### src/rtl/cadd_defs.svh
/*
 constants of the complex add datapath: opcodes, register word
 addresses, status field positions, reset values and limits.
 assumes it is included by bare name from rtl/.
*/
`ifndef CADD_DEFS_SVH
`define CADD_DEFS_SVH
`define CADD_OP_LOW_LSW   16'hE502
`define CADD_OP_PAR_LSW   16'hE3F8
`define CADD_OP_HIGH_LSW  16'hE52A
`define CADD_PAR_MSW_TOP  4'h0
`define CADD_ADDR_STATUS  4'h0
`define CADD_ADDR_VR0     4'h1
`define CADD_ADDR_VR_LAST 4'h9
`define CADD_NUM_VR       9
`define CADD_SHIFT_MSB    4
`define CADD_SHIFT_LSB    0
`define CADD_ROUND_BIT    8
`define CADD_SAT_BIT      9
`define CADD_REAL_OVF_BIT 16
`define CADD_IMAG_OVF_BIT 17
`define CADD_SHIFT_RST    5'h00
`define CADD_ROUND_RST    1'h0
`define CADD_SAT_RST      1'h0
`define CADD_FLAG_RST     1'h0
`define CADD_WAIT_RST     1'h1
`define CADD_RDATA_RST    32'h00000000
`define CADD_DONE_RST     1'h0
`define CADD_VR_RST       32'h00000000
`define CADD_MAX32        32'h7FFFFFFF
`define CADD_MIN32        32'h80000000
`define CADD_LOW_FIRST    4'h5
`define CADD_LOW_SECOND   4'h3
`define CADD_HIGH_FIRST   4'h7
`define CADD_HIGH_SECOND  4'h5
`endif

### src/rtl/cadd_pkg.sv
/*
 types of the complex add datapath.
 assumes cadd_defs.svh holds the numeric constants.
*/
package cadd_pkg;
   typedef enum logic [1:0] {
      CADD_OP_NONE,
      CADD_OP_LOW,
      CADD_OP_PAR,
      CADD_OP_HIGH
   } cadd_op_t;
endpackage

### src/rtl/cadd_datapath.sv
/*
 complex 32+32=32 add datapath with vector registers, status
 register and an avalon-mm slave with waitrequest.
 assumes the cpu pipeline presents one decoded-slot instruction
 per cycle on clk, with the memory word already fetched.
*/
`timescale 1ns/100ps
`default_nettype none
`include "cadd_defs.svh"

module cadd_datapath (
   input  wire logic        clk,
   input  wire logic        nrst,
   input  wire logic        ce,
   input  wire logic        instr_valid,
   input  wire logic [15:0] instr_lsw,
   input  wire logic [15:0] instr_msw,
   input  wire logic [31:0] memory_operand_word,
   input  wire logic [3:0]  avs_address,
   input  wire logic        avs_read,
   input  wire logic        avs_write,
   input  wire logic [31:0] avs_writedata,
   output logic [31:0]      avs_readdata,
   output logic             avs_waitrequest,
   output logic             instr_done
);

   // ==========================================================
   // declarations
   // ==========================================================
   cadd_pkg::cadd_op_t  op;
   logic [3:0]          first_base;
   logic [3:0]          second_base;
   logic                do_add;
   logic [4:0]          right_shift_amount;
   logic                round_enable;
   logic                saturate_enable;
   logic                real_overflow_flag;
   logic                imag_overflow_flag;
   logic [4:0]          next_shift;
   logic                next_round;
   logic                next_sat;
   logic                next_real_ovf;
   logic                next_imag_ovf;
   logic [31:0]         next_readdata;
   logic                next_waitrequest;
   wire logic [31:0]    vr [0:`CADD_NUM_VR-1];
   wire logic [31:0]    lane_res [0:1];
   wire logic           lane_ovf [0:1];
   wire logic [3:0]     lane_dst [0:1];
   wire logic           is_low;
   wire logic           is_par;
   wire logic           is_high;
   wire logic [3:0]     load_dest_reg;
   wire logic           do_load;
   wire logic           bus_req;
   wire logic           bus_ack;
   wire logic           bus_wr;
   wire logic           wr_status;
   wire logic           rd_vr;
   wire logic [3:0]     rd_index;
   wire logic [31:0]    status_word;
   wire logic [31:0]    rd_mux;
   wire logic           sel_status;
   wire logic           clr_real_ovf;
   wire logic           clr_imag_ovf;

   // ==========================================================
   // instruction decode
   // ==========================================================
   assign is_low = instr_valid
                 && (instr_lsw == `CADD_OP_LOW_LSW);

   assign is_par = instr_valid
                 && (instr_lsw == `CADD_OP_PAR_LSW)
                 && (instr_msw[15:12] == `CADD_PAR_MSW_TOP);

   assign is_high = instr_valid
                  && (instr_lsw == `CADD_OP_HIGH_LSW);

   // destination field sits right after the zero nibble
   assign load_dest_reg = instr_msw[11:8];

   assign op = is_low  ? cadd_pkg::CADD_OP_LOW  :
               is_par  ? cadd_pkg::CADD_OP_PAR  :
               is_high ? cadd_pkg::CADD_OP_HIGH :
                         cadd_pkg::CADD_OP_NONE;

   assign do_load = (op == cadd_pkg::CADD_OP_PAR);

   // ==========================================================
   // operand register group selection
   // ==========================================================
   always_comb begin
      first_base  = `CADD_LOW_FIRST;
      second_base = `CADD_LOW_SECOND;
      do_add      = 1'h0;
      case (op)
         cadd_pkg::CADD_OP_LOW: begin
            first_base  = `CADD_LOW_FIRST;
            second_base = `CADD_LOW_SECOND;
            do_add      = 1'h1;
         end
         cadd_pkg::CADD_OP_PAR: begin
            first_base  = `CADD_LOW_FIRST;
            second_base = `CADD_LOW_SECOND;
            do_add      = 1'h1;
         end
         cadd_pkg::CADD_OP_HIGH: begin
            first_base  = `CADD_HIGH_FIRST;
            second_base = `CADD_HIGH_SECOND;
            do_add      = 1'h1;
         end
         default: begin
            first_base  = `CADD_LOW_FIRST;
            second_base = `CADD_LOW_SECOND;
            do_add      = 1'h0;
         end
      endcase
   end

   // ==========================================================
   // lanes: 0 real, 1 imaginary
   // ==========================================================
   genvar l;
   generate
      for (l = 0; l < 2; l = l + 1) begin : g_lane
         wire logic [3:0]  a_idx;
         wire logic [3:0]  b_idx;
         wire logic [31:0] a;
         wire logic [31:0] b;
         wire logic [31:0] shifted;
         wire logic        rbit;
         wire logic [32:0] sum;
         wire logic        ovf;
         wire logic [31:0] clamp;

         // real part at the base register, imaginary one below
         assign a_idx = first_base - 4'(l);
         assign b_idx = second_base - 4'(l);
         assign a     = vr[a_idx];
         assign b     = vr[b_idx];

         // zero shift passes the operand through
         assign shifted = $signed(b) >>> right_shift_amount;

         // top discarded bit, absent when nothing is shifted out
         assign rbit = round_enable
                     && (right_shift_amount != 5'h00)
                     && b[right_shift_amount - 5'h01];

         assign sum = {a[31], a}
                    + {shifted[31], shifted}
                    + {32'h00000000, rbit};

         // sign of the 33-bit sum disagrees with bit 31
         assign ovf = sum[32] ^ sum[31];

         assign clamp = sum[32] ? `CADD_MIN32 : `CADD_MAX32;

         assign lane_res[l] = (saturate_enable && ovf)
                            ? clamp
                            : sum[31:0];

         assign lane_ovf[l] = do_add && ovf;
         assign lane_dst[l] = a_idx;
      end
   endgenerate

   // ==========================================================
   // avalon-mm slave
   // ==========================================================
   // one wait state: request seen, then waitrequest drops
   assign bus_req = avs_read || avs_write;
   assign bus_ack = bus_req && !avs_waitrequest;
   assign bus_wr  = avs_write && bus_ack;

   assign sel_status = (avs_address == `CADD_ADDR_STATUS);

   assign wr_status = bus_wr
                    && sel_status;

   assign rd_vr = (avs_address >= `CADD_ADDR_VR0)
               && (avs_address <= `CADD_ADDR_VR_LAST);

   assign rd_index = avs_address - `CADD_ADDR_VR0;

   assign status_word = {
      14'h0000,
      imag_overflow_flag,
      real_overflow_flag,
      6'h00,
      saturate_enable,
      round_enable,
      3'h0,
      right_shift_amount
   };

   assign rd_mux = sel_status ? status_word  :
                   rd_vr      ? vr[rd_index] :
                                32'h00000000;

   always_comb begin
      next_waitrequest = 1'h1;
      next_readdata    = avs_readdata;
      if (bus_req && avs_waitrequest) begin
         next_waitrequest = 1'h0;
         next_readdata    = rd_mux;
      end
   end

   // ce low freezes the bus answer as well
   always_ff @(posedge clk or negedge nrst) begin
      if (!nrst) begin
         avs_waitrequest <= `CADD_WAIT_RST;
      end else if (ce) begin
         avs_waitrequest <= next_waitrequest;
      end
   end

   always_ff @(posedge clk or negedge nrst) begin
      if (!nrst) begin
         avs_readdata <= `CADD_RDATA_RST;
      end else if (ce) begin
         avs_readdata <= next_readdata;
      end
   end

   // ==========================================================
   // status register
   // ==========================================================
   // software clears a flag by writing a one to it
   assign clr_real_ovf = wr_status && avs_writedata[`CADD_REAL_OVF_BIT];
   assign clr_imag_ovf = wr_status && avs_writedata[`CADD_IMAG_OVF_BIT];

   always_comb begin
      next_shift = right_shift_amount;
      next_round = round_enable;
      next_sat   = saturate_enable;
      if (wr_status) begin
         next_shift = avs_writedata[`CADD_SHIFT_MSB:`CADD_SHIFT_LSB];
         next_round = avs_writedata[`CADD_ROUND_BIT];
         next_sat   = avs_writedata[`CADD_SAT_BIT];
      end
      // a set in the clearing cycle wins
      next_real_ovf = (real_overflow_flag && !clr_real_ovf)
                    || lane_ovf[0];
      next_imag_ovf = (imag_overflow_flag && !clr_imag_ovf)
                    || lane_ovf[1];
   end

   // one short flop group per status field
   always_ff @(posedge clk or negedge nrst) begin
      if (!nrst) begin
         right_shift_amount <= `CADD_SHIFT_RST;
      end else if (ce) begin
         right_shift_amount <= next_shift;
      end
   end

   always_ff @(posedge clk or negedge nrst) begin
      if (!nrst) begin
         round_enable <= `CADD_ROUND_RST;
      end else if (ce) begin
         round_enable <= next_round;
      end
   end

   always_ff @(posedge clk or negedge nrst) begin
      if (!nrst) begin
         saturate_enable <= `CADD_SAT_RST;
      end else if (ce) begin
         saturate_enable <= next_sat;
      end
   end

   always_ff @(posedge clk or negedge nrst) begin
      if (!nrst) begin
         real_overflow_flag <= `CADD_FLAG_RST;
      end else if (ce) begin
         real_overflow_flag <= next_real_ovf;
      end
   end

   always_ff @(posedge clk or negedge nrst) begin
      if (!nrst) begin
         imag_overflow_flag <= `CADD_FLAG_RST;
      end else if (ce) begin
         imag_overflow_flag <= next_imag_ovf;
      end
   end

   // ==========================================================
   // vector registers
   // ==========================================================
   genvar r;
   generate
      for (r = 0; r < `CADD_NUM_VR; r = r + 1) begin : g_vr
         wire logic        hit_re;
         wire logic        hit_im;
         wire logic        hit_ld;
         wire logic        hit_bus;
         wire logic [31:0] next_q;
         logic      [31:0] q;

         assign hit_re  = do_add && (lane_dst[0] == 4'(r));
         assign hit_im  = do_add && (lane_dst[1] == 4'(r));
         assign hit_ld  = do_load && (load_dest_reg == 4'(r));
         assign hit_bus = bus_wr
                       && (avs_address == (`CADD_ADDR_VR0 + 4'(r)));

         // sum beats a clashing load, load beats the bus
         assign next_q = hit_re  ? lane_res[0]         :
                         hit_im  ? lane_res[1]         :
                         hit_ld  ? memory_operand_word :
                         hit_bus ? avs_writedata       :
                                   q;

         always_ff @(posedge clk or negedge nrst) begin
            if (!nrst) begin
               q <= `CADD_VR_RST;
            end else if (ce) begin
               q <= next_q;
            end
         end

         assign vr[r] = q;
      end
   endgenerate

   // ==========================================================
   // completion strobe
   // ==========================================================
   always_ff @(posedge clk or negedge nrst) begin
      if (!nrst) begin
         instr_done <= `CADD_DONE_RST;
      end else if (ce) begin
         instr_done <= do_add;
      end
   end

endmodule

`default_nettype wire

### config.mk
export PLATFORM = sky130hd
export DESIGN_NAME = cadd_datapath
export DESIGN_NICKNAME = d
export VERILOG_FILES = /design/src/rtl/cadd_pkg.sv /design/src/rtl/cadd_datapath.sv
export VERILOG_INCLUDE_DIRS = /design/src /design/src/rtl
export SDC_FILE = /design/constraint.sdc
export NUM_CORES = 1
export LEC_CHECK = 0
export BUFFER_PORTS_ARGS = -buffer_cell sky130_fd_sc_hd__buf_4
export CAP_MARGIN = 40
export CORE_ASPECT_RATIO = 1.4
export CORE_MARGIN = 4
export CORE_UTILIZATION = 40
export CTS_BUF_LIST = sky130_fd_sc_hd__clkbuf_8
export DETAILED_ROUTE_END_ITERATION = 6
export SYNTH_ARGS = -nofsm -noshare
export SYNTH_HDL_FRONTEND = slang
export SYNTH_SLANG_ARGS = --single-unit
### constraint.sdc
create_clock -name clk -period 8 [get_ports clk]
set_clock_uncertainty 0.1 [all_clocks]
set_input_delay 2 -clock clk [delete_from_list [all_inputs] [get_ports clk]]
set_output_delay 2 -clock clk [all_outputs]
set_load 0.02 [all_outputs]
==> results of run 1 <==
[final timing paths]
check | startpoint | end
worst max-delay path | instr_lsw[12] | g_vr[7].q[0]
worst min-delay path | g_vr[0].q[26] | g_vr[0].q[26]
min in group asynchronous | nrst | avs_readdata[23]
worst min register to register | g_vr[0].q[26] | g_vr[0].q[26]
worst max register to register | right_shift_amount[2] | g_vr[7].q[0]
max in group asynchronous | nrst | g_vr[6].q[5]
[Yosys cell counts (6+ instances only)]
cell type / n / area [µm²]
a211oi_1: 41 / 308
a21o_1: 22 / 165
a21oi_1: 253 / 1270
a221oi_1: 20 / 175
a221oi_2: 11 / 165
a22o_1: 23 / 201
a22oi_1: 9 / 67.6
a31oi_1: 9 / 56.3
and2_1: 15 / 93.8
and3_1: 6 / 37.5
buf_1: 49 / 184
buf_2: 17 / 85.1
clkbuf_1: 251 / 942
dfrtp_1: 330 / 8260
ha_1: 72 / 901
inv_1: 33 / 124
mux2_2: 121 / 1360
mux2i_1: 271 / 2710
mux4_2: 85 / 1910
nand2_1: 536 / 2010
nand2_2: 10 / 62.6
nand2b_1: 19 / 119
nand3_1: 61 / 305
nand3b_1: 6 / 45.0
nand4_1: 77 / 482
nand4b_1: 33 / 289
nor2_1: 235 / 882
nor2b_1: 39 / 244
nor3_1: 17 / 85.1
nor4_1: 8 / 50.1
o2111ai_1: 7 / 61.3
o211ai_1: 27 / 203
o21a_1: 35 / 263
o21ai_0: 439 / 2200
o21ai_1: 6 / 30.0
o21bai_1: 14 / 105
o31a_1: 6 / 52.6
o31ai_1: 7 / 52.6
or2_2: 6 / 37.5
or3_1: 9 / 56.3
xnor2_1: 35 / 307
xor2_1: 21 / 184
[state kept, by name, summed over array words and instances (netlist names)]
| name | count |
|---|---|
| round_enable | 1 |
| avs_readdata | 32 |
| imag_overflow_flag | 1 |
| instr_done | 1 |
| real_overflow_flag | 1 |
| avs_waitrequest | 1 |
| saturate_enable | 1 |
| right_shift_amount | 5 |
| g_vr.q | 288 |
[what timing repair did]
item,4_1_cts,5_1_grt
setup buffers,0,9
setup endpoints to repair,50,126
hold buffers,0,0
gates cloned,1,3
gates resized for setup,1,59
pin swaps,1,16
[report_power, final]
| part | leakage [nW] | internal [mW] | switching [mW] |
|---|---|---|---|
| combinational | 10.3 | 2.23 | 2.65 |
| clock | 0.766 | 0.995 | 0.824 |
| sequential | 4.37 | 1.97 | 0.280 |
| total | 15.4 | 5.20 | 3.75 |
[through the flow]
stage / setup WS [ps] / instance area, µm² / util [%]
3_3_place_gp: -825 / 32100 / 46.4
3_5_place_dp: -893 / 32200 / 46.7
4_1_cts: 138 / 33600 / 48.7
6_report: 269 / 33900 / 49.1
2_1_floorplan: 17.0 / 27900 / -
5_1_grt: -13.3 / 33900 / 49.1
[worst max-delay path, cell delays in order]
cell       delay (ps)
buf_4             100
nand4b_1          180
nor3b_2           240
nand4_1           130
or2_2             330
inv_1             120
ha_4              260
buf_12            200
buf_4             160
mux2i_1           150
nand2_1           100
o21ai_0           140
mux4_2            530
mux2i_2           230
a21oi_1           160
fa_2              420
fa_1              450
nand2b_1          190
a211oi_2          210
nor2_2            100
o221ai_4          230
a21oi_2           140
o41a_4            490
nor3_4            250
nor3b_4            70
buf_4             170
clkbuf_16         170
a221oi_1          290
[cells by family (layout without fill, tap and decap cells)]
logic type / Yosys count / after routing / share of synthesized area (%)
mux: 478 / 478 / 21.6
compound gates: 962 / 962 / 20.6
flops: 331 / 331 / 29.7
buf+inv: 356 / 671 / 4.99
fa+ha+maj: 76 / 76 / 3.52
other cells: 0 / 2 / 0
xor+xnor: 56 / 56 / 1.76
simple gates: 1094 / 1096 / 17.8
[cell type report]
class | instances | share of cell area (%)
sequential | 331 | 24.4
inverter | 35 | 0.387
clock buffer | 83 | 3.37
multi-input combinational | 2668 | 54.8
clock inverter | 29 | 0.627
timing repair buffer | 524 | 13.0
antenna | 2 | 0.0148
tap | 928 | 3.42
[layer usage]
metal | routed length (µm) | track usage [%] | share of wire [%] | vias to the layer above
met5 | 0 | 0 | 0 | -
met1 | 43100 | 35.5 | 38 | 13500
met3 | 6550 | 4.08 | 5.8 | 359
met4 | 9740 | 21.1 | 8.6 | 0
met2 | 54000 | 49.5 | 48 | 1054
li1 | - | - | - | 12700
==> summary.md, run 1 <==
| Metric | Value |
|---|---|
| Status | finished clean |
| Max Cap Viol | 0 |
| Min Hold Slack | approximately 380 ps |
| Setup TNS | 0 ps |
| Data required time at the worst endpoint | 8500 ps |
| Post-synth EDFFs | 0 |
| Initial DRC count | 2563 |
| Latest clock arrival within the worst-skew pair | around 740 ps |
| Port Buffers | 131 |
| Ys flop type | dfrtp_1 |
| Number of top-level pins | 140 |
| Vias in the first global route | around 27000 |
| Routability congestion estimate | ~1 |
| Synth Cell Area | between 20000 and 30000 µm² |
| Largest net degree at the start of global routing | between 150 and 200 |
| Post-synthesis cell type count | 84 |
| Starting density of the core | between 40% and 50% |
| Crit start category | input port |
| Worst hold path depth | 2 |
| #FFs+latches synth | around 330 |
| Slew @ Worst Pin | 961 ps |
| Layout cells sized above 1 | between 20% and 30% |
| CTS root buffer | clkbuf_8 |
| DRC errors left | 0 |
| H-tree level count | 2 |
| Peak supply drop | between 0.15 and 0.2 mV |
| Worst R2R Path Depth | 20 |
| Max Slew Vio Count | 0 |
| Die Height | 320 µm |
| Core Rows | approximately 110 |
| GR Util All Layers | between 20 and 30% |
| Dpl hpwl | 82900 µm |
| Initial antenna violation count | 2 |
| Mapped Avg Cell Area | 8.31 µm² |
| Total Routed Length | roughly 110000 µm |
| CTS Buf Count | between 60 and 70 |
| Register area share after synthesis | between 20% and 30% |
| Grt ovf | 0 |
| Max Fclk | 0.129 GHz |
| Placed Cells incl. Taps | ~4500 |
| CP Data Arrival Time | 8230 ps |
| Critical path type | input port to flip-flop |
| Syn nets | 3535 |
| Cells after synthesis | ~3400 |
| Most frequent cells in the layout | nand2_1 (534), buf_4 (489), o21ai_0 (424) |
| Slew headroom | between 30% and 40% |
| Initial DRT Pass Iterations | 6 |
| CP Capture Type | flip-flop |
| Sink Count | approximately 330 |
| Reg area | 8290 µm² |
| Min Tclk post-route | around 7700 ps |
| Commonest non-fill, non-tap cell in the layout | nand2_1 |
| Clock tree buffer depth | 3 |
| Global-route wire length before repair | ~170000 µm |
| Fin cells | 4600 |
| Vias | 27600 |
| Number of routed nets with antenna violations | 0 |
| Power per cell area | approximately 260 nW/µm² |
| Leak | 15.4 nW |
| Async set-reset flop share out of synthesis | between 90% and 100% |
| Final period utilization | a little over nine tenths |
| Die area | roughly 74000 µm² |
| TritonCTS clock tree | yes |
| Critical path fanouts, max | 15 |
| Total power | 8.95 mW |
| Final setup vio count | 0 |
| Die W | 231 µm |
| Min-delay worst type | flip-flop to flip-flop |
| Average vias per placed instance | between 5 and 6 |
| R2R setup slack | around 2300 ps |
| Final #Nets | about 3800 |
| Synthesis warning total | 0 |
| WL/cell | approximately 25 µm |
| # fillers | around 6800 |
| Core box area | about 69000 µm² |
| Area growth, synth to finish | 21.8% |
| CTS clock-pin slew for the worst setup and hold paths | 60 ps |
| Footprint of the multi-input gates | ~19000 µm² |
| Hold Violations, Final | 0 |
Note: power is estimated with default switching activity, not from simulation.
==> run 2, diff against run 1 <==
Clock period 8 ns to 9.7 ns, I/O delays scaled along.
==> run 2 against run 1 <==
Effect of this change:
- via count down 4.2%
- clock-buffer cell count fell by 8
- critical path depth is 3 lower
- sequential power decreased by 18%
- sequential share of layout area rose by 1.9 points
- combinational power is 31% lower
- final area down 7.3%
- largest cell class unchanged
- largest power group unchanged
==> summary.md, run 2 (synthesized netlist as in run 1, its figures left out) <==
| Metric | Value |
|---|---|
| Reg-to-Reg End | g_vr[5].q[8] |
| Hold Violations, Final | 0 |
| Most frequent cells in the layout | nand2_1 (533), o21ai_0 (439), dfrtp_1 (326) |
| TritonCTS clock tree | yes |
| Status | finished clean |
| Dpl hpwl | 80500 µm |
| RSZ-0062 raised after global routing | no |
| Max Slew Vio Count | 0 |
| Max Fclk | 0.111 GHz |
| Final period utilization | a little over 90% |
| Post-CTS Repair Setup Buffers | 0 |
| Slew @ Worst Pin | 896 ps |
| Power per cell area | ~210 nW/µm² |
| Largest register FFs | about 290 |
| H-tree level count | 3 |
| Commonest non-fill, non-tap cell in the layout | nand2_1 |
| Global-route wire length before repair | 164000 µm |
| Vias in the first global route | around 26000 |
| Core Rows | approximately 110 |
| Critical path type | input port to flip-flop |
| Latest clock arrival within the worst-skew pair | 670 ps |
| CP Capture Type | flip-flop |
| Register name with the most flops | g_vr.q |
| Total Routed Length | ~110000 µm |
| Max Cap Viol | 0 |
| CP Data Arrival Time | 9390 ps |
| GR Util All Layers | between 20 and 30% |
| Port Buffers | 131 |
| # hold bufs at CTS | 0 |
| Worst R2R Path Depth | 21 |
| CTS Buf Count | 66 |
| Sink Count | approximately 330 |
| Final setup vio count | 0 |
| Worst hold path depth | 2 |
| Number of routed nets with antenna violations | 0 |
| CTS clock-pin slew for the worst setup and hold paths | ~60 ps |
| Clock tree buffer depth | 3 |
| Area growth, synth to finish | 12.9% |
| Min Tclk post-route | approximately 9000 ps |
| Number of top-level pins | 140 |
| Slew headroom | about two fifths |
| Reg area | 8290 µm² |
| Largest net degree at the start of global routing | between 100 and 150 |
| Initial antenna violation count | 3 |
| Post-route cell area | 31400 µm² |
| Peak supply drop | 0.0894 mV |
| # fillers | a little under 7000 |
| Average vias per placed instance | between 6 and 7 |
| Crit start category | input port |
| Die area | between 70000 and 80000 µm² |
| DRC errors left | 0 |
| Initial DRT Pass Iterations | 6 |
| Die W | 231 µm |
| CP peak stage delay | approximately 530 ps |
| R2R setup slack | ~3100 ps |
| Placed cell area | between 30000 and 40000 µm² |
| CTS root buffer | clkbuf_8 |
| Die Height | about 320 µm |
| Initial DRC count | around 2600 |
| Setup TNS | 0 ps |
| # resized after CTS | 0 |
| Reg2reg start | right_shift_amount[0] |
| Critical-path top delay cell | mux4_2 |
| Leak | approximately 14 nW |
| Critical path fanouts, max | 30 |
| Top flop regs | g_vr.q x288, avs_readdata x32, right_shift_amount x5 |
| Min-delay worst type | flip-flop to flip-flop |
| Starting density of the core | between 40 and 50% |
| Hold Crit Start | g_vr[0].q[24] |
| Min Hold Slack | 379 ps |
| WL/cell | 25.3 µm |
| Routability congestion estimate | roughly 0.99 |
| Data required time at the worst endpoint | 10120 ps |
| Final #Nets | roughly 3500 |
| Footprint of the multi-input gates | 18400 µm² |
| Core box area | ~69000 µm² |
| Hold EP | g_vr[0].q[24] |
| Grt ovf | 0 |
| Layout cells sized above 1 | a little under a fifth |
| Vias | roughly 26000 |
## run 2: changes by cell type in the layout (fill, tap and decap cells not counted), sizes merged
cell,change
buf,-266
nor2,-2
clkinv,-5
bufinv,-2
inv,+19
clkbuf,-10
## run 2: worst max-delay path by stage
stage | startpoint | to | slack, ps | cells past startpoint
detailed placement | instr_lsw[12] | g_vr[4].q[16] | 150 | 27
global route | instr_lsw[12] | g_vr[4].q[16] | 310 | 26
floorplan | instr_lsw[12] | g_vr[7].q[23] | 1210 | 28
global placement | instr_lsw[12] | g_vr[7].q[22] | 90 | 26
CTS | instr_lsw[12] | g_vr[4].q[16] | 840 | 27
finish | instr_lsw[12] | g_vr[5].q[8] | 730 | 25
## run 2: through the flow
step | power [mW] | worst slack [ps] | instances | util (%)
floorplan | 3.93 | 1210 | 3353 | -
global placement | 5.18 | 93.4 | 4207 | 43.5
detailed placement | 5.21 | 152 | 4216 | 43.7
CTS | 6.64 | 840 | 4332 | 45.5
global route | 7.02 | 308 | 4334 | 45.5
finish | 6.64 | 729 | 4334 | 45.5
## run 2: layout make-up
class | instances | area share (%)
multi-input combinational | 2666 | 58.5
sequential | 331 | 26.4
timing repair buffer | 256 | 7.05
tap | 928 | 3.69
clock buffer | 75 | 3.28
clock inverter | 41 | 0.704
inverter | 35 | 0.418
antenna | 2 | 0.0159
## run 2: per-layer routing
layer  vias up  part of all wire, %  GRT usage (%)
met5         -                    0              0
met4         0                  8.8           21.5
met3       333                  5.8           3.73
met2      1106                   47           47.1
met1     12800                   38           35.0
li1      12200                    -              -
## run 2: power by group
part | total [mW] | leakage (nW) | internal (mW) | switching [mW]
clock | 1.41 | 0.759 | 0.717 | 0.693
combinational | 3.37 | 8.90 | 1.34 | 2.03
sequential | 1.85 | 4.37 | 1.63 | 0.226
total | 6.64 | 14.0 | 3.69 | 2.95
## run 2: critical path, delay by kind of cell
family / cells / cell delay (ps)
fa+ha+maj: 3 / 1450
buf+inv: 2 / 550
compound gates: 8 / 1940
simple gates: 9 / 1700
mux: 3 / 1250
